===== src/uart_lin_map.svh =====
// offsets, field positions, field values and counts for the host controller
`ifndef UART_LIN_MAP_SVH
`define UART_LIN_MAP_SVH

// =====================================================================
// device register addresses (16-bit registers on the device port)
`define DEV_PERIPH_EN     8'h00
`define DEV_PRESCALER     8'h02
`define DEV_PAIR_MODE     8'h04
`define DEV_RX_MODE       8'h06
`define DEV_RX_CONFIG     8'h08
`define DEV_RX_DATA       8'h0A
`define DEV_RX_STATUS     8'h0C
`define DEV_ERR_CLEAR     8'h0E
`define DEV_START_TRIG    8'h10
`define DEV_STOP_TRIG     8'h12
`define DEV_ENABLED       8'h14
`define DEV_TX_DATA       8'h16

// =====================================================================
// device field values
`define DEV_UNITS_ON      16'h0003
`define DEV_UNITS_OFF     16'h0000
`define DEV_CHAN_BITS     16'h000C
`define DEV_RX_CHAN_BIT   3
`define DEV_ERR_MASK      16'h0007
`define DEV_DIV_LSB       9
`define LIN_WAKE_BYTE     8'h00
`define LIN_BREAK_BYTE    8'h00
`define LIN_SYNC_BYTE     8'h55
`define DIV_MIN           7'h02
`define BRK_NUM           12'h00D
`define BRK_DEN           12'h009
`define PER_WAIT_CLKS     3'h4

// =====================================================================
// software register offsets
`define SW_CTRL           8'h00
`define SW_CFG_PRESCALER  8'h04
`define SW_CFG_MODE       8'h08
`define SW_CFG_PAIR       8'h0C
`define SW_CFG_COMM       8'h10
`define SW_RATE           8'h14
`define SW_TX_BYTE        8'h18
`define SW_RX_BYTE        8'h1C
`define SW_STATUS         8'h20

// software control bits
`define CTRL_START        0
`define CTRL_STOP         1
`define CTRL_LIN          2
`define CTRL_CLR_ERR      3

`endif


===== src/uart_lin_pkg.sv =====
// types shared by the host controller modules
package uart_lin_pkg;

  // controller sequence states
  typedef enum logic [4:0] {
    ST_IDLE, ST_CLK_ON, ST_CLK_WAIT, ST_PRESCALER, ST_CHECK_EN,
    ST_PAIR_MODE, ST_RX_MODE, ST_RX_CONFIG, ST_RATE, ST_CLEAR_ERR,
    ST_START, ST_RUN, ST_READ_DATA, ST_READ_ERR, ST_CLEAR_RUN,
    ST_STOP, ST_CLK_OFF, ST_WAKE, ST_WAKE_W, ST_BREAK, ST_BREAK_W,
    ST_SYNC, ST_SYNC_W, ST_DATA, ST_DATA_W
  } state_t;

  typedef logic [7:0]  dev_addr_t;
  typedef logic [15:0] dev_word_t;

endpackage


===== src/irq_sync.sv =====
// three-stage synchroniser with a one-cycle pulse on each rising level
`timescale 1ns/100ps
module irq_sync
  import uart_lin_pkg::*;
#(
  parameter int W = 3
)(
  input  wire logic         clk_i,
  input  wire logic         rst_i,
  input  wire logic [W-1:0] level_i,
  output logic      [W-1:0] rise_o
);

  logic [W-1:0] s1_ff;     // first stage, read by s2 only
  logic [W-1:0] s2_ff;     // second stage
  logic [W-1:0] s3_ff;     // third stage
  logic [W-1:0] level_ff;  // accepted level
  wire  [W-1:0] agree;     // stages two and three match
  wire  [W-1:0] nxt_level;

  assign agree     = ~(s2_ff ^ s3_ff);
  assign nxt_level = (agree & s3_ff) | (~agree & level_ff);
  assign rise_o    = nxt_level & ~level_ff;

  // =====================================================================
  // shift chain and accepted level
  always_ff @(posedge clk_i or posedge rst_i)
  begin
    if (rst_i)
    begin
      s1_ff    <= '0;
      s2_ff    <= '0;
      s3_ff    <= '0;
      level_ff <= '0;
    end
    else
    begin
      s1_ff    <= level_i;
      s2_ff    <= s1_ff;
      s3_ff    <= s2_ff;
      level_ff <= nxt_level;
    end
  end

endmodule


===== src/dev_bus_master.sv =====
// single-access master for the device register port
`timescale 1ns/100ps
module dev_bus_master
  import uart_lin_pkg::*;
(
  input  wire logic      clk_i,
  input  wire logic      rst_i,
  input  wire logic      req_i,      // start one access
  input  wire logic      rd_i,       // access is a read
  input  dev_addr_t      addr_i,
  input  dev_word_t      wdata_i,
  output logic           done_o,     // access finished
  output dev_word_t      rdata_o,    // read result, valid with done_o
  output dev_addr_t      dev_addr_o,
  output dev_word_t      dev_wdata_o,
  output logic           dev_we_o,
  output logic           dev_re_o,
  input  dev_word_t      dev_rdata_i
);

  logic strobe_ff;  // strobe is high this cycle
  logic rd_ff;      // last strobe was a read
  logic rcap_ff;    // device read data stands this cycle
  logic rdone_ff;   // read result captured in rdata_o

  // a write ends with its strobe; a read ends once its data is held
  assign done_o = (strobe_ff & ~rd_ff) | rdone_ff;

  // =====================================================================
  // drive one strobe per request; the device answers a read in the
  // cycle after its strobe, so the data is taken at the end of that one
  always_ff @(posedge clk_i or posedge rst_i)
  begin
    if (rst_i)
    begin
      dev_addr_o  <= '0;
      dev_wdata_o <= '0;
      dev_we_o    <= 1'b0;
      dev_re_o    <= 1'b0;
      strobe_ff   <= 1'b0;
      rd_ff       <= 1'b0;
      rcap_ff     <= 1'b0;
      rdone_ff    <= 1'b0;
      rdata_o     <= '0;
    end
    else
    begin
      dev_we_o  <= req_i & ~rd_i;
      dev_re_o  <= req_i & rd_i;
      strobe_ff <= req_i;
      rcap_ff   <= strobe_ff & rd_ff;
      rdone_ff  <= rcap_ff;
      if (req_i)
      begin
        dev_addr_o  <= addr_i;
        dev_wdata_o <= wdata_i;
        rd_ff       <= rd_i;
      end
      if (rcap_ff)
        rdata_o <= dev_rdata_i;
    end
  end

endmodule


===== src/uart_lin_host.sv =====
// host controller sequencing uart reception and lin transmission
//
// Design decisions made here: the register addresses and the address-and-strobe port.
`include "uart_lin_map.svh"
`timescale 1ns/100ps
module uart_lin_host
  import uart_lin_pkg::*;
(
  input  wire logic  clk_i,
  input  wire logic  rst_i,
  // software port
  input  wire logic  [7:0]  sw_addr_i,
  input  wire logic  [31:0] sw_wdata_i,
  input  wire logic         sw_we_i,
  input  wire logic         sw_re_i,
  output logic       [31:0] sw_rdata_o,
  // device register port
  output dev_addr_t         dev_addr_o,
  output dev_word_t         dev_wdata_o,
  output logic              dev_we_o,
  output logic              dev_re_o,
  input  dev_word_t         dev_rdata_i,
  // device interrupt pins
  input  wire logic         rx_end_irq_i,
  input  wire logic         rx_err_irq_i,
  input  wire logic         lin_tx_irq_i
);

  // =====================================================================
  // declarations
  state_t      state_ff;        // sequence state
  state_t      nxt_state;
  logic [15:0] prescaler_ff;    // prescaler select value
  logic [15:0] mode_ff;         // receive channel mode value
  logic [15:0] pair_ff;         // paired channel mode value
  logic [15:0] comm_ff;         // communication configuration value
  logic [6:0]  div_norm_ff;     // normal rate divider
  logic [6:0]  div_wake_ff;     // wakeup rate divider
  logic [7:0]  tx_byte_ff;      // field waiting to go out
  logic        tx_pend_ff;      // field waiting
  logic [7:0]  rx_byte_ff;      // last received byte
  logic        rx_valid_ff;     // received byte not yet read
  logic        host_ovr_ff;     // byte lost on the host side
  logic [2:0]  err_ff;          // framing, parity, overrun seen
  logic        cfg_err_ff;      // refused configuration
  logic        go_ff;           // start request pending
  logic        stop_ff;         // stop request pending
  logic        lin_ff;          // frame header request pending
  logic        rx_end_ff;       // receive end interrupt pending
  logic        rx_err_ff;       // receive error interrupt pending
  logic        lin_done_ff;     // lin transmit interrupt pending
  logic [2:0]  wait_ff;         // clock enable settle counter
  logic        pend_ff;         // device access outstanding
  logic        acc;             // state makes a device access
  logic        acc_rd;          // that access is a read
  dev_addr_t   acc_addr;
  dev_word_t   acc_data;
  wire         done;            // device access finished
  dev_word_t   dev_rd;          // device read result
  wire  [2:0]  irq_rise;        // synchronised interrupt events
  wire  [6:0]  div_brk;         // sync break divider
  wire         div_bad;         // a divider below minimum
  wire         wr_ctrl;
  wire         rd_rx;

  // =====================================================================
  // helpers
  // divider for 9/13 of the rate that divider d gives
  function automatic logic [6:0] brk_divider(input logic [6:0] d);
    logic [11:0] k;
    logic [11:0] q;
    k = {5'h00, d} + 12'h001;
    q = (k * `BRK_NUM + (`BRK_DEN >> 1)) / `BRK_DEN;
    if (q > 12'h080)
      brk_divider = 7'h7F;
    else
      brk_divider = 7'(q - 12'h001);
  endfunction

  // divider word for the lin channel data register
  function automatic dev_word_t tx_word(input logic [6:0] d,
                                        input logic [7:0] b);
    tx_word = dev_word_t'({d, 9'h000}) | {8'h00, b};
  endfunction

  assign div_brk = brk_divider(div_norm_ff);
  assign div_bad = (div_norm_ff < `DIV_MIN) ||
                   (div_wake_ff < `DIV_MIN) ||
                   (div_brk < `DIV_MIN);
  assign wr_ctrl = sw_we_i && (sw_addr_i == `SW_CTRL);
  assign rd_rx   = sw_re_i && (sw_addr_i == `SW_RX_BYTE);

  // =====================================================================
  // sub-blocks
  irq_sync #(.W(3)) u_sync (
    .clk_i   (clk_i),
    .rst_i   (rst_i),
    .level_i ({lin_tx_irq_i, rx_err_irq_i, rx_end_irq_i}),
    .rise_o  (irq_rise)
  );

  dev_bus_master u_bus (
    .clk_i       (clk_i),
    .rst_i       (rst_i),
    .req_i       (acc && !pend_ff),
    .rd_i        (acc_rd),
    .addr_i      (acc_addr),
    .wdata_i     (acc_data),
    .done_o      (done),
    .rdata_o     (dev_rd),
    .dev_addr_o  (dev_addr_o),
    .dev_wdata_o (dev_wdata_o),
    .dev_we_o    (dev_we_o),
    .dev_re_o    (dev_re_o),
    .dev_rdata_i (dev_rdata_i)
  );

  // =====================================================================
  // device access for each state
  always_comb
  begin
    acc      = 1'b1;
    acc_rd   = 1'b0;
    acc_addr = `DEV_PERIPH_EN;
    acc_data = `DEV_UNITS_ON;
    unique case (state_ff)
      ST_CLK_ON:    acc_data = `DEV_UNITS_ON;
      ST_PRESCALER:
      begin
        acc_addr = `DEV_PRESCALER;
        acc_data = prescaler_ff;
      end
      ST_CHECK_EN:
      begin
        acc_rd   = 1'b1;
        acc_addr = `DEV_ENABLED;
      end
      ST_PAIR_MODE:
      begin
        acc_addr = `DEV_PAIR_MODE;
        acc_data = pair_ff;
      end
      ST_RX_MODE:
      begin
        acc_addr = `DEV_RX_MODE;
        acc_data = mode_ff;
      end
      ST_RX_CONFIG:
      begin
        acc_addr = `DEV_RX_CONFIG;
        acc_data = comm_ff;
      end
      ST_RATE:
      begin
        acc_addr = `DEV_RX_DATA;
        acc_data = tx_word(div_norm_ff, 8'h00);
      end
      ST_CLEAR_ERR, ST_CLEAR_RUN:
      begin
        acc_addr = `DEV_ERR_CLEAR;
        acc_data = `DEV_ERR_MASK;
      end
      ST_START:
      begin
        acc_addr = `DEV_START_TRIG;
        acc_data = `DEV_CHAN_BITS;
      end
      ST_READ_DATA:
      begin
        acc_rd   = 1'b1;
        acc_addr = `DEV_RX_DATA;
      end
      ST_READ_ERR:
      begin
        acc_rd   = 1'b1;
        acc_addr = `DEV_RX_STATUS;
      end
      ST_STOP:
      begin
        acc_addr = `DEV_STOP_TRIG;
        acc_data = `DEV_CHAN_BITS;
      end
      ST_CLK_OFF:   acc_data = `DEV_UNITS_OFF;
      ST_WAKE:
      begin
        acc_addr = `DEV_TX_DATA;
        acc_data = tx_word(div_wake_ff, `LIN_WAKE_BYTE);
      end
      ST_BREAK:
      begin
        acc_addr = `DEV_TX_DATA;
        acc_data = tx_word(div_brk, `LIN_BREAK_BYTE);
      end
      ST_SYNC:
      begin
        acc_addr = `DEV_TX_DATA;
        acc_data = tx_word(div_norm_ff, `LIN_SYNC_BYTE);
      end
      ST_DATA:
      begin
        acc_addr = `DEV_TX_DATA;
        acc_data = tx_word(div_norm_ff, tx_byte_ff);
      end
      default:      acc = 1'b0;
    endcase
  end

  // =====================================================================
  // next state
  always_comb
  begin
    nxt_state = state_ff;
    unique case (state_ff)
      ST_IDLE:
        if (go_ff && !div_bad)
          nxt_state = ST_CLK_ON;
      ST_CLK_ON:    if (done) nxt_state = ST_CLK_WAIT;
      ST_CLK_WAIT:
        if (wait_ff == `PER_WAIT_CLKS)
          nxt_state = ST_PRESCALER;
      ST_PRESCALER: if (done) nxt_state = ST_CHECK_EN;
      ST_CHECK_EN:
        if (done)
          nxt_state = dev_rd[`DEV_RX_CHAN_BIT] ? ST_IDLE : ST_PAIR_MODE;
      ST_PAIR_MODE: if (done) nxt_state = ST_RX_MODE;
      ST_RX_MODE:   if (done) nxt_state = ST_RX_CONFIG;
      ST_RX_CONFIG: if (done) nxt_state = ST_RATE;
      ST_RATE:      if (done) nxt_state = ST_CLEAR_ERR;
      ST_CLEAR_ERR: if (done) nxt_state = ST_START;
      ST_START:     if (done) nxt_state = ST_RUN;
      ST_RUN:
        // errors first, then data, then stop, then transmit work
        if (rx_err_ff)
          nxt_state = ST_READ_ERR;
        else if (rx_end_ff)
          nxt_state = ST_READ_DATA;
        else if (stop_ff)
          nxt_state = ST_STOP;
        else if (lin_ff)
          nxt_state = ST_WAKE;
        else if (tx_pend_ff)
          nxt_state = ST_DATA;
      ST_READ_DATA: if (done) nxt_state = ST_RUN;
      ST_READ_ERR:  if (done) nxt_state = ST_CLEAR_RUN;
      ST_CLEAR_RUN: if (done) nxt_state = ST_RUN;
      ST_STOP:      if (done) nxt_state = ST_CLK_OFF;
      ST_CLK_OFF:   if (done) nxt_state = ST_IDLE;
      ST_WAKE:      if (done) nxt_state = ST_WAKE_W;
      ST_WAKE_W:    if (lin_done_ff) nxt_state = ST_BREAK;
      ST_BREAK:     if (done) nxt_state = ST_BREAK_W;
      ST_BREAK_W:   if (lin_done_ff) nxt_state = ST_SYNC;
      ST_SYNC:      if (done) nxt_state = ST_SYNC_W;
      ST_SYNC_W:    if (lin_done_ff) nxt_state = ST_RUN;
      ST_DATA:      if (done) nxt_state = ST_DATA_W;
      ST_DATA_W:    if (lin_done_ff) nxt_state = ST_RUN;
    endcase
  end

  // =====================================================================
  // state, counter and access tracking
  always_ff @(posedge clk_i or posedge rst_i)
  begin
    if (rst_i)
    begin
      state_ff <= ST_IDLE;
      wait_ff  <= 3'h0;
      pend_ff  <= 1'b0;
    end
    else
    begin
      state_ff <= nxt_state;
      wait_ff  <= (state_ff == ST_CLK_WAIT) ? wait_ff + 3'h1 : 3'h0;
      pend_ff  <= done ? 1'b0 : (pend_ff | acc);
    end
  end

  // =====================================================================
  // software settings, held while the channel runs
  always_ff @(posedge clk_i or posedge rst_i)
  begin
    if (rst_i)
    begin
      prescaler_ff <= 16'h0000;
      mode_ff      <= 16'h0000;
      pair_ff      <= 16'h0000;
      comm_ff      <= 16'h0000;
      div_norm_ff  <= 7'h7F;
      div_wake_ff  <= 7'h7F;
    end
    else if (sw_we_i && state_ff == ST_IDLE)
    begin
      if (sw_addr_i == `SW_CFG_PRESCALER)
        prescaler_ff <= sw_wdata_i[15:0];
      if (sw_addr_i == `SW_CFG_MODE)
        mode_ff <= sw_wdata_i[15:0];
      if (sw_addr_i == `SW_CFG_PAIR)
        pair_ff <= sw_wdata_i[15:0];
      if (sw_addr_i == `SW_CFG_COMM)
        comm_ff <= sw_wdata_i[15:0];
      if (sw_addr_i == `SW_RATE)
      begin
        div_norm_ff <= sw_wdata_i[6:0];
        div_wake_ff <= sw_wdata_i[14:8];
      end
    end
  end

  // =====================================================================
  // request and event flags; a set wins over a clear in the same cycle
  always_ff @(posedge clk_i or posedge rst_i)
  begin
    if (rst_i)
    begin
      go_ff       <= 1'b0;
      stop_ff     <= 1'b0;
      lin_ff      <= 1'b0;
      rx_end_ff   <= 1'b0;
      rx_err_ff   <= 1'b0;
      lin_done_ff <= 1'b0;
      tx_pend_ff  <= 1'b0;
      tx_byte_ff  <= 8'h00;
      cfg_err_ff  <= 1'b0;
    end
    else
    begin
      go_ff   <= (wr_ctrl && sw_wdata_i[`CTRL_START]) ||
                 (go_ff && state_ff != ST_IDLE);
      stop_ff <= (wr_ctrl && sw_wdata_i[`CTRL_STOP]) ||
                 (stop_ff && state_ff != ST_STOP);
      lin_ff  <= (wr_ctrl && sw_wdata_i[`CTRL_LIN]) ||
                 (lin_ff && state_ff != ST_WAKE);
      rx_end_ff <= irq_rise[0] ||
                   (rx_end_ff && !(state_ff == ST_READ_DATA && done));
      rx_err_ff <= irq_rise[1] ||
                   (rx_err_ff && !(state_ff == ST_READ_ERR && done));
      lin_done_ff <= irq_rise[2] ||
                     (lin_done_ff && state_ff != ST_WAKE_W &&
                      state_ff != ST_BREAK_W && state_ff != ST_SYNC_W &&
                      state_ff != ST_DATA_W);
      if (sw_we_i && sw_addr_i == `SW_TX_BYTE)
      begin
        tx_byte_ff <= sw_wdata_i[7:0];
        tx_pend_ff <= 1'b1;
      end
      else if (state_ff == ST_DATA && done)
        tx_pend_ff <= 1'b0;
      if (state_ff == ST_IDLE && go_ff && div_bad)
        cfg_err_ff <= 1'b1;
      else if (state_ff == ST_CHECK_EN && done &&
               dev_rd[`DEV_RX_CHAN_BIT])
        cfg_err_ff <= 1'b1;
      else if (wr_ctrl && sw_wdata_i[`CTRL_CLR_ERR])
        cfg_err_ff <= 1'b0;
    end
  end

  // =====================================================================
  // received data and error record
  always_ff @(posedge clk_i or posedge rst_i)
  begin
    if (rst_i)
    begin
      rx_byte_ff  <= 8'h00;
      rx_valid_ff <= 1'b0;
      host_ovr_ff <= 1'b0;
      err_ff      <= 3'h0;
    end
    else
    begin
      if (state_ff == ST_READ_DATA && done)
      begin
        rx_byte_ff  <= dev_rd[7:0];
        rx_valid_ff <= 1'b1;
        if (rx_valid_ff && !rd_rx)
          host_ovr_ff <= 1'b1;
      end
      else if (rd_rx)
        rx_valid_ff <= 1'b0;
      if (state_ff == ST_READ_ERR && done)
        err_ff <= err_ff | dev_rd[2:0];
      else if (wr_ctrl && sw_wdata_i[`CTRL_CLR_ERR])
        err_ff <= 3'h0;
      // a byte lost in the cycle of the clear still shows
      if (wr_ctrl && sw_wdata_i[`CTRL_CLR_ERR] &&
          !(state_ff == ST_READ_DATA && done && rx_valid_ff && !rd_rx))
        host_ovr_ff <= 1'b0;
    end
  end

  // =====================================================================
  // software read data, one cycle after the strobe
  always_ff @(posedge clk_i or posedge rst_i)
  begin
    if (rst_i)
      sw_rdata_o <= 32'h0000_0000;
    else if (!sw_re_i)
      sw_rdata_o <= 32'h0000_0000;
    else if (sw_addr_i == `SW_RX_BYTE)
      sw_rdata_o <= {23'h000000, rx_valid_ff, rx_byte_ff};
    else if (sw_addr_i == `SW_STATUS)
      sw_rdata_o <= {20'h00000, state_ff, host_ovr_ff, cfg_err_ff,
                     err_ff, tx_pend_ff, (state_ff != ST_IDLE)};
    else if (sw_addr_i == `SW_RATE)
      sw_rdata_o <= {17'h00000, div_wake_ff, 1'b0, div_norm_ff};
    else
      sw_rdata_o <= 32'h0000_0000;
  end

endmodule


===== config.mk =====
export PLATFORM = sky130hd
export DESIGN_NAME = uart_lin_host
export DESIGN_NICKNAME = d
export VERILOG_FILES = /design/src/uart_lin_pkg.sv /design/src/irq_sync.sv /design/src/dev_bus_master.sv /design/src/uart_lin_host.sv
export VERILOG_INCLUDE_DIRS = /design/src
export SDC_FILE = /design/constraint.sdc
export NUM_CORES = 1
export LEC_CHECK = 0
export ABC_AREA = 1
export BUFFER_PORTS_ARGS = -buffer_cell sky130_fd_sc_hd__buf_2
export CAP_MARGIN = 20
export CELL_PAD_IN_SITES_DETAIL_PLACEMENT = 0
export CELL_PAD_IN_SITES_GLOBAL_PLACEMENT = 1
export CORE_MARGIN = 5
export CORE_UTILIZATION = 47
export CTS_BUF_LIST = sky130_fd_sc_hd__clkbuf_16
export DETAILED_ROUTE_END_ITERATION = 7
export GPL_TIMING_DRIVEN = 1
export HOLD_SLACK_MARGIN = 0.02
export PLACE_DENSITY_LB_ADDON = 0.1
export SLEW_MARGIN = 20
export SYNTH_ARGS = -nofsm -noshare
export SYNTH_HDL_FRONTEND = slang
export SYNTH_SLANG_ARGS = --single-unit

===== constraint.sdc =====
create_clock -name clk_i -period 23.4 [get_ports clk_i]
set_input_delay 4.68 -clock clk_i [delete_from_list [all_inputs] [get_ports clk_i]]
set_output_delay 4.68 -clock clk_i [all_outputs]
set_load 0.005 [all_outputs]

==> impl_metrics.tcl, run 1 <==
set metrics [dict create \
    place.gp.congestion 0.9083 \
    syn-instance-count 1223 \
    die_area_um2 24120 \
    grt-ovfl-total 0 \
    yosys-top-cells-area "dfrtp_1, nand2_1, o21ai_0" \
    p_leak_nw 5.712 \
    clk_pin_slew_ns 0.07 \
    required_ns 23.78 \
    cpMostUsedCell "nand2_2" \
    grt_pass1_vias 7870 \
    rsz0062_at_grt "no" \
    synth_compound_area_share_pct 14.13 \
    switching_power_mw 0.5671 \
    synth_top_area_cell "dfrtp_1" \
    area_growth_pct 11.92 \
    antenna_found_initial 0 \
    grtUsageTotal_pct 22.08 \
    syn_avg_cell_area_um2 8.114 \
    dp_hpwl_um 19140 \
    cts.sinks 177 \
    placed_cells 1549 \
    p_int_mw 0.6951 \
    drt_pre_antenna_iters 5 \
    slowest_delay_ns 0.63 \
    cts_hold_buf 0 \
    r2r_slack_ns 13.82 \
    synth_edf_count 0 \
    end_kind "register" \
    outcome "finished, final reports clean" \
    path_class "register to register" \
    root_buffer "clkbuf_16" \
    finalMaxSlewViolations 0 \
    cts_buffers 17 \
    vias_per_cell 5.247 \
    slew_headroom_pct 27.79 \
    core_um2 20890 \
    ys_ff_latch 177 \
    max_clock_freq_mhz 104.4 \
    synth_flop_cell "dfrtp_1" \
    synthSimpleGateAreaFrac_pct 24.35 \
    pin_count 121 \
    whs_ns 0.3599 \
    post_cts_buffers 0 \
    rows 53 \
    grt_first_pass_wirelength_um 42230 \
    avgRoutedWirePerCell_um 16.39 \
    crit_family "simple AND/OR/NAND/NOR gates" \
    cts-htree-levels 4 \
    yosysWarnings 0 \
    drc 0 \
    cp.arrival_ns 9.96 \
    setup_viol 0 \
    worst_slew_pin_slew_ns 1.082 \
    clkPwrFrac_pct 22.8 \
    num_vias 8295 \
    synthArstFlopShare_pct 100.0 \
    ys_top_cells_by_count "nand2_1, dfrtp_1, inv_1, o21ai_0, nor2_1" \
    cp_slowest_cell "dfstp_2" \
    cts_max_path_buffers 2 \
    die_h_um 155.3 \
    cts_resized 0 \
    fin_tns_setup_ns 0 \
    synth_cell_types 61 \
    power.density_nw_per_um2 113.7 \
    yosysSeqAreaShare_pct 44.81 \
    syn_area_um2 9923 \
    port_buffers 75 \
    start_util_pct 47.51 \
    yosys.area.top_type_share_pct 41.10 \
    final_nets 1393 \
    synth_xor_area_share_pct 2.219 \
    wl_um 25920 \
    instances_no_fill 1581 \
    cp_max_fo 8 \
    ir_worst_vdd_mv 0.08269 \
    cts_tree "built" \
    maxCapViolCount 0 \
    post-synth-top-count-cell "nand2_1" \
    power.switching_fraction_pct 44.93 \
    drive_above_1_share_pct 15.16 \
    synth_top_family_by_area "simple AND/OR/NAND/NOR gates" \
    critPathLaunchType "register" \
    first_iter_violations 490 \
    ant_nets 0 \
    synthMuxAreaShare_pct 0.1135 \
    hold_viol 0 \
    fin_util_pct 53.17 \
    yosys.area_share.adder_pct 5.195 \
    grt_max_degree 66 \
    seq_power_share_pct 28.8 \
    hold_path_class "register to register" \
    skew_ns 0.01147 \
    chipWidth_um 155.3 \
    clock_latency_ns 0.44 \
    p_comb_share_pct 48.4 \
    antenna_cells 0 \
    finalCritPeriodShare_pct 40.93 \
    path_buf_inv 6 \
    period_needed_ns 9.577 \
    totalPowerFinal_mw 1.262 \
]
per-stage QoR:
stage	setup slack, ns	instance area [µm²]
floorplan	13.94	9998
global placement	13.77	10500
detailed placement	13.72	10500
CTS	13.70	11100
global route	12.66	11110
finish	13.82	11110
layer usage:
metal  share of wire (%)  global-route usage [%]
met1                  48                   31.90
met2                  46                   34.73
met3                 4.8                   4.117
met4                 1.7                   5.252
met5                   0                       0
final timing paths:
kind,startpoint,cells past startpoint,endpoint
max in group asynchronous,rst_i,3,pair_ff[13]$_DFFE_PP0P_
hold / removal,u_sync.s1_ff[2]$_DFF_PP0_,0,u_sync.s2_ff[2]$_DFF_PP0_
min in group asynchronous,rst_i,2,u_sync.s1_ff[2]$_DFF_PP0_
hold reg to reg,u_sync.s1_ff[2]$_DFF_PP0_,0,u_sync.s2_ff[2]$_DFF_PP0_
setup reg to reg,div_norm_ff[2]$_DFFE_PP1P_,65,state_ff[3]$_DFFE_PP0P_
setup / recovery,div_norm_ff[2]$_DFFE_PP1P_,65,state_ff[3]$_DFFE_PP0P_
layout make-up:
type	instances	area (µm²)
clock buffers	17	425.4
clock inverters	15	171.4
fillers	2116	9783
inverters	167	635.6
multi-input cells	848	4654
flip-flops and latches	177	4447
well taps	275	344.1
repair buffers	82	427.9
sequential cells by signal (all words and copies together), names as in the netlist, 3 cells and up:
name,cells
u_bus.dev_addr_o,4
mode_ff,16
u_sync.level_ff,3
u_bus.dev_wdata_o,16
pair_ff,16
state_ff,5
u_sync.s3_ff,3
err_ff,3
comm_ff,16
prescaler_ff,16
rx_byte_ff,8
sw_rdata_o,15
tx_byte_ff,8
u_sync.s2_ff,3
wait_ff,3
div_norm_ff,7
u_sync.s1_ff,3
div_wake_ff,7
u_bus.rdata_o,8
power by group through the flow:
stage / clock (mW) / combinational (mW) / sequential, mW
3_5_place_dp: 0 / 0.611 / 0.369
4_1_cts: 0.292 / 0.614 / 0.364
6_report: 0.288 / 0.611 / 0.364
3_3_place_gp: 0 / 0.606 / 0.369
2_1_floorplan: 0 / 0.492 / 0.357
5_1_grt: 0.308 / 0.692 / 0.368
cells in the final DEF (no fill, tap or decap), drive strengths merged, types with 3 or more instances in the layout:
master     n
fa         3
a22oi     10
nand4     22
a22o       3
nand3b     4
nor2      85
a21o       4
o22ai      8
a21oi     35
o221ai     3
nor3      19
nor4      10
dfstp     14
inv      169
o2111ai    3
ha        34
a221oi    11
nand2    312
dfrtp    163
o21ai    144
xor2      21
a31oi      4
maj3       3
o211ai     4
nand3     66
buf       82
clkinv    10
and2       3
conb      21
clkbuf    17
kinds of logic after synthesis:
kind of cell	count (synthesis)
fa+ha+maj	40
simple gates	522
flops	177
other cells	1
compound gates	241
buf+inv	218
xor+xnor	23
mux	1
No activity file was read; power rests on OpenSTA's default activity.
==> run 2: changes to the inputs <==
--- a/config.mk
+++ b/config.mk
@@ -6,13 +6,13 @@
 export SDC_FILE = /design/constraint.sdc
 export NUM_CORES = 1
 export LEC_CHECK = 0
-export ABC_AREA = 1
+export ABC_AREA = 0
 export BUFFER_PORTS_ARGS = -buffer_cell sky130_fd_sc_hd__buf_2
 export CAP_MARGIN = 20
 export CELL_PAD_IN_SITES_DETAIL_PLACEMENT = 0
 export CELL_PAD_IN_SITES_GLOBAL_PLACEMENT = 1
 export CORE_MARGIN = 5
-export CORE_UTILIZATION = 47
+export CORE_UTILIZATION = 42
 export CTS_BUF_LIST = sky130_fd_sc_hd__clkbuf_16
 export DETAILED_ROUTE_END_ITERATION = 7
 export GPL_TIMING_DRIVEN = 1
==> constraint.sdc (replaced) <==
create_clock -name clk_i -period 8 [get_ports clk_i]
set_input_delay 1.6 -clock clk_i [delete_from_list [all_inputs] [get_ports clk_i]]
set_output_delay 1.6 -clock clk_i [all_outputs]
set_load 0.005 [all_outputs]
==> run 2 against run 1 <==
Effect of this change:
- clock skew grew 0.0041 ns
- sequential share of layout area is 7.2 points lower
- area after synthesis grew 4.4%
- flip-flop and latch count did not move
- utilization up 2.5 points
- setup slack got worse by 14 ns
- critical path depth decreased by 33
- synthesized cell count down 17%
- critical path type unchanged
==> impl_metrics.tcl, run 2 <==
set metrics [dict create \
    outcome "finished, final reports clean" \
    drc 0 \
    synth_flop_cell "dfrtp_1" \
    critPathCapture "cfg_err_ff$_DFFE_PP0P_" \
    p_leak_nw 6.209 \
    dp_hpwl_um 21520 \
    root_buffer "clkbuf_16" \
    switching_power_mw 2.351 \
    vias_per_cell 5.643 \
    path_class "register to register" \
    p_comb_share_pct 65.4 \
    hold_viol 0 \
    drt_pre_antenna_iters 5 \
    critPathLaunchType "register" \
    cpMostUsedCell "ha_4" \
    start_util_pct 42.58 \
    r2r_slack_ns 0.02 \
    cp_slowest_cell "dfstp_2" \
    maxCapViolCount 0 \
    pin_count 121 \
    cts_max_path_buffers 2 \
    antenna_cells 0 \
    clkPwrFrac_pct 15.9 \
    yosys-top-cells-area "dfrtp_1, mux2_2, ha_1" \
    final_common_cell "buf_4" \
    regArea_um2 4447 \
    port_buffers 75 \
    period_needed_ns 7.982 \
    ys_ff_latch 177 \
    grt_use_met2_pct 34.57 \
    post-synth-top-count-cell "dfrtp_1" \
    layout_common_cells "buf_4, dfrtp_1, mux2_2" \
    avgRoutedWirePerCell_um 19.40 \
    cts.sinks 177 \
    ir_worst_vdd_mv 0.4535 \
    seq_power_share_pct 18.7 \
    cts_tree "built" \
    ys_top_cells_by_count "dfrtp_1, mux2_2, nand2_1, nor2_1, o21ai_0" \
    startpoint "div_norm_ff[0]$_DFFE_PP1P_" \
    rr_worst_depth 32 \
    cts_hold_buf 0 \
    totalPowerFinal_mw 5.547 \
    grt_use_met1_pct 30.35 \
    slew_headroom_pct 32.27 \
    antenna_found_initial 1 \
    cp_max_fo 6 \
    fin_util_pct 55.62 \
    rsz0062_at_grt "yes" \
    die_h_um 167.0 \
    fin_tns_setup_ns 0 \
    worstReg2RegEnd "cfg_err_ff$_DFFE_PP0P_" \
    whs_ns 0.3557 \
    grt_pass1_vias 8674 \
    path_buf_inv 2 \
    cp.arrival_ns 8.35 \
    power.switching_fraction_pct 42.39 \
    power.density_nw_per_um2 410.1 \
    yosysWarnings 0 \
    synth_top_area_cell "dfrtp_1" \
    grt-ovfl-total 0 \
    yosysSeqAreaShare_pct 42.94 \
    chipWidth_um 167.0 \
    required_ns 8.37 \
    crit_family "simple AND/OR/NAND/NOR gates" \
    fill_cells 2189 \
    syn_avg_cell_area_um2 10.20 \
    finalMaxSlewViolations 0 \
    worst_slew_pin_slew_ns 1.016 \
    synthArstFlopShare_pct 100.0 \
    grtUsageTotal_pct 21.25 \
    drive_above_1_share_pct 41.78 \
    hold_path_class "register to register" \
    cp_num_cells 32 \
    core_um2 24320 \
    yosys.area.top_type_share_pct 39.39 \
    min-delay-start "u_sync.s1_ff[2]$_DFF_PP0_" \
    first_iter_violations 661 \
    grtUsageMet3_pct 2.726 \
    syn-instance-count 1015 \
    synth_edf_count 0 \
    die_area_um2 27890 \
    setup_viol 0 \
    end_kind "register" \
    clk_pin_slew_ns 0.08 \
    place.gp.congestion 0.8448 \
    final_nets 1322 \
    num_vias 8797 \
    slowest_delay_ns 0.59 \
    finalCritPeriodShare_pct 99.77 \
    skew_ns 0.01557 \
    rows 57 \
    wl_um 30240 \
    cts_buffers 17 \
    p_int_mw 3.196 \
    max_clock_freq_mhz 125.3 \
    synth_cell_types 93 \
    ant_nets 0 \
    syn_area_um2 10350 \
    grt_max_degree 68 \
    r2r_start "div_norm_ff[0]$_DFFE_PP1P_" \
    clock_latency_ns 0.44 \
    cts-htree-levels 4 \
    grt.busiest_layer "met2" \
    multi_input_area_um2 6265 \
    area_growth_pct 30.63 \
    grt_first_pass_wirelength_um 48120 \
]
[run 2: layout make-up]
type,count,area share (%)
clock inverter,15,1.619
tap,324,2.997
clock buffer,17,3.145
multi-input combinational,757,46.31
timing repair buffer,245,12.35
inverter,24,0.7030
sequential,177,32.87
[run 2: what timing repair did]
action                     in CTS  in global routing
gates resized for setup        69                 44
pin swaps                      33                 41
setup buffers                  11                 12
setup endpoints to repair       9                  9
hold endpoints to repair        0                  0
[run 2: worst min-delay path by stage]
stage	slack (ns)	depth (start not counted)	to
final	0.36	0	u_sync.s2_ff[2]$_DFF_PP0_
after global routing	0.37	0	u_sync.s2_ff[1]$_DFF_PP0_
after CTS	0.36	0	u_sync.s2_ff[1]$_DFF_PP0_
after detailed placement	0.34	0	u_sync.s2_ff[2]$_DFF_PP0_
after global placement	0.33	0	u_sync.s2_ff[2]$_DFF_PP0_
after floorplan	0.33	0	u_sync.s2_ff[0]$_DFF_PP0_
[run 2: power groups by stage]
stage | combinational [mW] | clock [mW] | sequential, mW
2_1_floorplan | 1.91 | 0 | 1.03
3_3_place_gp | 3.03 | 0 | 1.05
3_5_place_dp | 3.03 | 0 | 1.05
4_1_cts | 3.45 | 0.902 | 1.04
5_1_grt | 3.96 | 0.939 | 1.05
6_report | 3.63 | 0.881 | 1.04
[run 2: per-layer routing]
metal  share of wire, %  vias to the layer above
met4                1.7                        2
met5              0.036                        -
met1                 46                     4371
met3                4.4                       37
met2                 48                      231
li1                   -                     4156
[run 2: kinds of logic (layout without fill, tap and decap cells)]
| family | after synthesis | in the layout | share of synthesized area [%] |
|---|---|---|---|
| multiplexers | 108 | 108 | 11.78 |
| adder cells (fa/ha/maj) | 41 | 41 | 5.075 |
| AND/OR/NAND/NOR | 290 | 290 | 13.71 |
| XOR/XNOR | 30 | 30 | 2.743 |
| other | 1 | 21 | 0.03621 |
| buffers and inverters | 101 | 301 | 4.797 |
| AO/OA/AOI/OAI | 267 | 267 | 18.91 |
| flip-flops | 177 | 177 | 42.94 |
[run 2: metrics by stage]
step                      area [µm²]  setup WS (ns)  std cells
after floorplan                10590       -0.06624       1035
after CTS                      13220      -0.008727       1548
after global placement         12050        -0.3882       1505
after detailed placement       12050        -0.3772       1505
after global routing           13530        -0.2906       1559
final                          13530        0.01837       1559
==> run 3: changes to the inputs <==
--- a/config.mk
+++ b/config.mk
@@ -6,13 +6,13 @@
 export SDC_FILE = /design/constraint.sdc
 export NUM_CORES = 1
 export LEC_CHECK = 0
-export ABC_AREA = 0
+export ABC_AREA = 1
 export BUFFER_PORTS_ARGS = -buffer_cell sky130_fd_sc_hd__buf_2
 export CAP_MARGIN = 20
 export CELL_PAD_IN_SITES_DETAIL_PLACEMENT = 0
 export CELL_PAD_IN_SITES_GLOBAL_PLACEMENT = 1
 export CORE_MARGIN = 5
-export CORE_UTILIZATION = 42
+export CORE_UTILIZATION = 40
 export CTS_BUF_LIST = sky130_fd_sc_hd__clkbuf_16
 export DETAILED_ROUTE_END_ITERATION = 7
 export GPL_TIMING_DRIVEN = 1
==> run 3 against run 2 <==
Effect of this change:
- global-route usage shrank 0.95 points
- largest power group unchanged
- clock skew about the same
- sequential power barely moved
- via count hardly changed
- utilization shrank 2.3 points
- clock power decreased by 2%
- die area is 0.59% higher
- critical endpoint is now state_ff[4]$_DFFE_PP0P_
- the flow now finishes with violations (setup timing)
- first-iteration DRC count fell by 19%
- critical path depth grew 36
- hold slack lost 0.012 ns
- final area is 3.8% lower
- sequential share of layout area rose by 1.3 points
==> impl_metrics.tcl, run 3 (synthesis gave the netlist of run 1 again) <==
set metrics [dict create \
    slowest_delay_ns 0.59 \
    port_buffers 75 \
    antenna_cells 0 \
    fill_cells 2385 \
    hold_viol 0 \
    grt_max_degree 104 \
    place.gp.congestion 0.9061 \
    final_common_cell "nand2_1" \
    cpMostUsedCell "nand2_4" \
    finalWorstSetupSlack_ns -0.3350 \
    rsz0062_at_grt "yes" \
    area_growth_pct 31.18 \
    required_ns 8.38 \
    grt_pass1_vias 8400 \
    die_h_um 167.5 \
    grtUsageTotal_pct 20.30 \
    finalCritPeriodShare_pct 104.2 \
    finalMaxSlewViolations 0 \
    cp.arrival_ns 8.71 \
    cts_buffers 17 \
    final_nets 1526 \
    crit_family "simple AND/OR/NAND/NOR gates" \
    fin_util_pct 53.37 \
    fin_area_um2 13020 \
    maxCapViolCount 0 \
    cts_max_path_buffers 2 \
    p_leak_nw 6.461 \
    antenna_found_initial 0 \
    skew_ns 0.01606 \
    drt_pre_antenna_iters 5 \
    place_area_um2 11330 \
    outcome "finished, violations left" \
    grt_first_pass_wirelength_um 45720 \
    path_buf_inv 9 \
    chipWidth_um 167.5 \
    pin_count 121 \
    period_needed_ns 8.335 \
    clk_pin_slew_ns 0.08 \
    rows 57 \
    max_clock_freq_mhz 120.0 \
    whs_ns 0.3439 \
    avgRoutedWirePerCell_um 16.44 \
    cts_tree "built" \
    start_util_pct 40.68 \
    clock_latency_ns 0.44 \
    dp_hpwl_um 20720 \
    power.density_nw_per_um2 377.1 \
    layout_common_cells "nand2_1, dfrtp_1, inv_1" \
    die_area_um2 28060 \
    hold_path_class "register to register" \
    path_class "register to register" \
    setup_viol 10 \
    ir_worst_vdd_mv 0.3556 \
    ant_nets 0 \
    slew_headroom_pct 24.80 \
    worst_slew_pin_slew_ns 1.124 \
    first_iter_violations 534 \
    wl_um 28980 \
    multi_input_area_um2 5448 \
    vias_per_cell 4.992 \
    core_um2 24390 \
    violations "setup timing" \
    end_kind "register" \
    cts.sinks 177 \
    cp_max_fo 6 \
    regArea_um2 4447 \
    drc 0 \
    cts-htree-levels 4 \
    grt-ovfl-total 0 \
    num_vias 8801 \
    drive_above_1_share_pct 30.09 \
    cp_slowest_cell "dfstp_2" \
    root_buffer "clkbuf_16" \
    critPathLaunchType "register" \
    fin_tns_setup_ns -1.930 \
]
run 3: power by group:
part | leakage, nW | internal [mW] | switching (mW) | total [mW]
combinational | 3.87 | 1.35 | 1.63 | 2.98
clock | 0.300 | 0.452 | 0.410 | 0.862
sequential | 2.29 | 0.989 | 0.0785 | 1.07
total | 6.46 | 2.79 | 2.12 | 4.91
run 3: what timing repair did:
item | in CTS | in global routing
setup buffers | 19 | 16
pin swaps | 58 | 72
setup endpoints to repair | 13 | 13
hold endpoints to repair | 0 | 0
hold buffers | 0 | 0
gates resized for setup | 97 | 65
run 3: layout make-up:
cell class / instances / share of cell area (%)
Clock buffer: 17 / 3.268
Clock inverter: 15 / 1.499
Inverter: 167 / 4.950
Multi-Input combinational cell: 848 / 41.85
Sequential cell: 177 / 34.16
Tap cell: 324 / 3.114
Timing Repair Buffer: 215 / 11.16
run 3: final timing paths:
kind / from / end / slack [ns] / cells past startpoint
worst min register to register: u_sync.s1_ff[1]$_DFF_PP0_ / u_sync.s2_ff[1]$_DFF_PP0_ / 0.34 / 0
min in group asynchronous: rst_i / mode_ff[6]$_DFFE_PP0P_ / 1.33 / 2
worst min-delay path: u_sync.s1_ff[1]$_DFF_PP0_ / u_sync.s2_ff[1]$_DFF_PP0_ / 0.34 / 0
worst max register to register: div_norm_ff[1]$_DFFE_PP1P_ / state_ff[4]$_DFFE_PP0P_ / -0.34 / 68
worst max-delay path: div_norm_ff[1]$_DFFE_PP1P_ / state_ff[4]$_DFFE_PP0P_ / -0.34 / 68
max in group asynchronous: rst_i / sw_rdata_o[10]$_DFF_PP0_ / 5.17 / 3
run 3: routing by layer:
layer,vias up,routed length (µm),track usage (%)
li1,4385,-,-
met1,4157,13760,29.13
met2,222,13460,32.10
met3,37,1287,3.725
met4,0,467,4.799
met5,-,0,0
run 3: metrics by stage:
step	power, mW	instances	setup WS (ns)
2_1_floorplan	2.508	1243	0.03159
3_3_place_gp	3.415	1698	-0.5116
3_5_place_dp	3.432	1698	-0.6000
4_1_cts	4.672	1748	-0.2586
5_1_grt	5.279	1763	-0.9445
6_report	4.909	1763	-0.3350
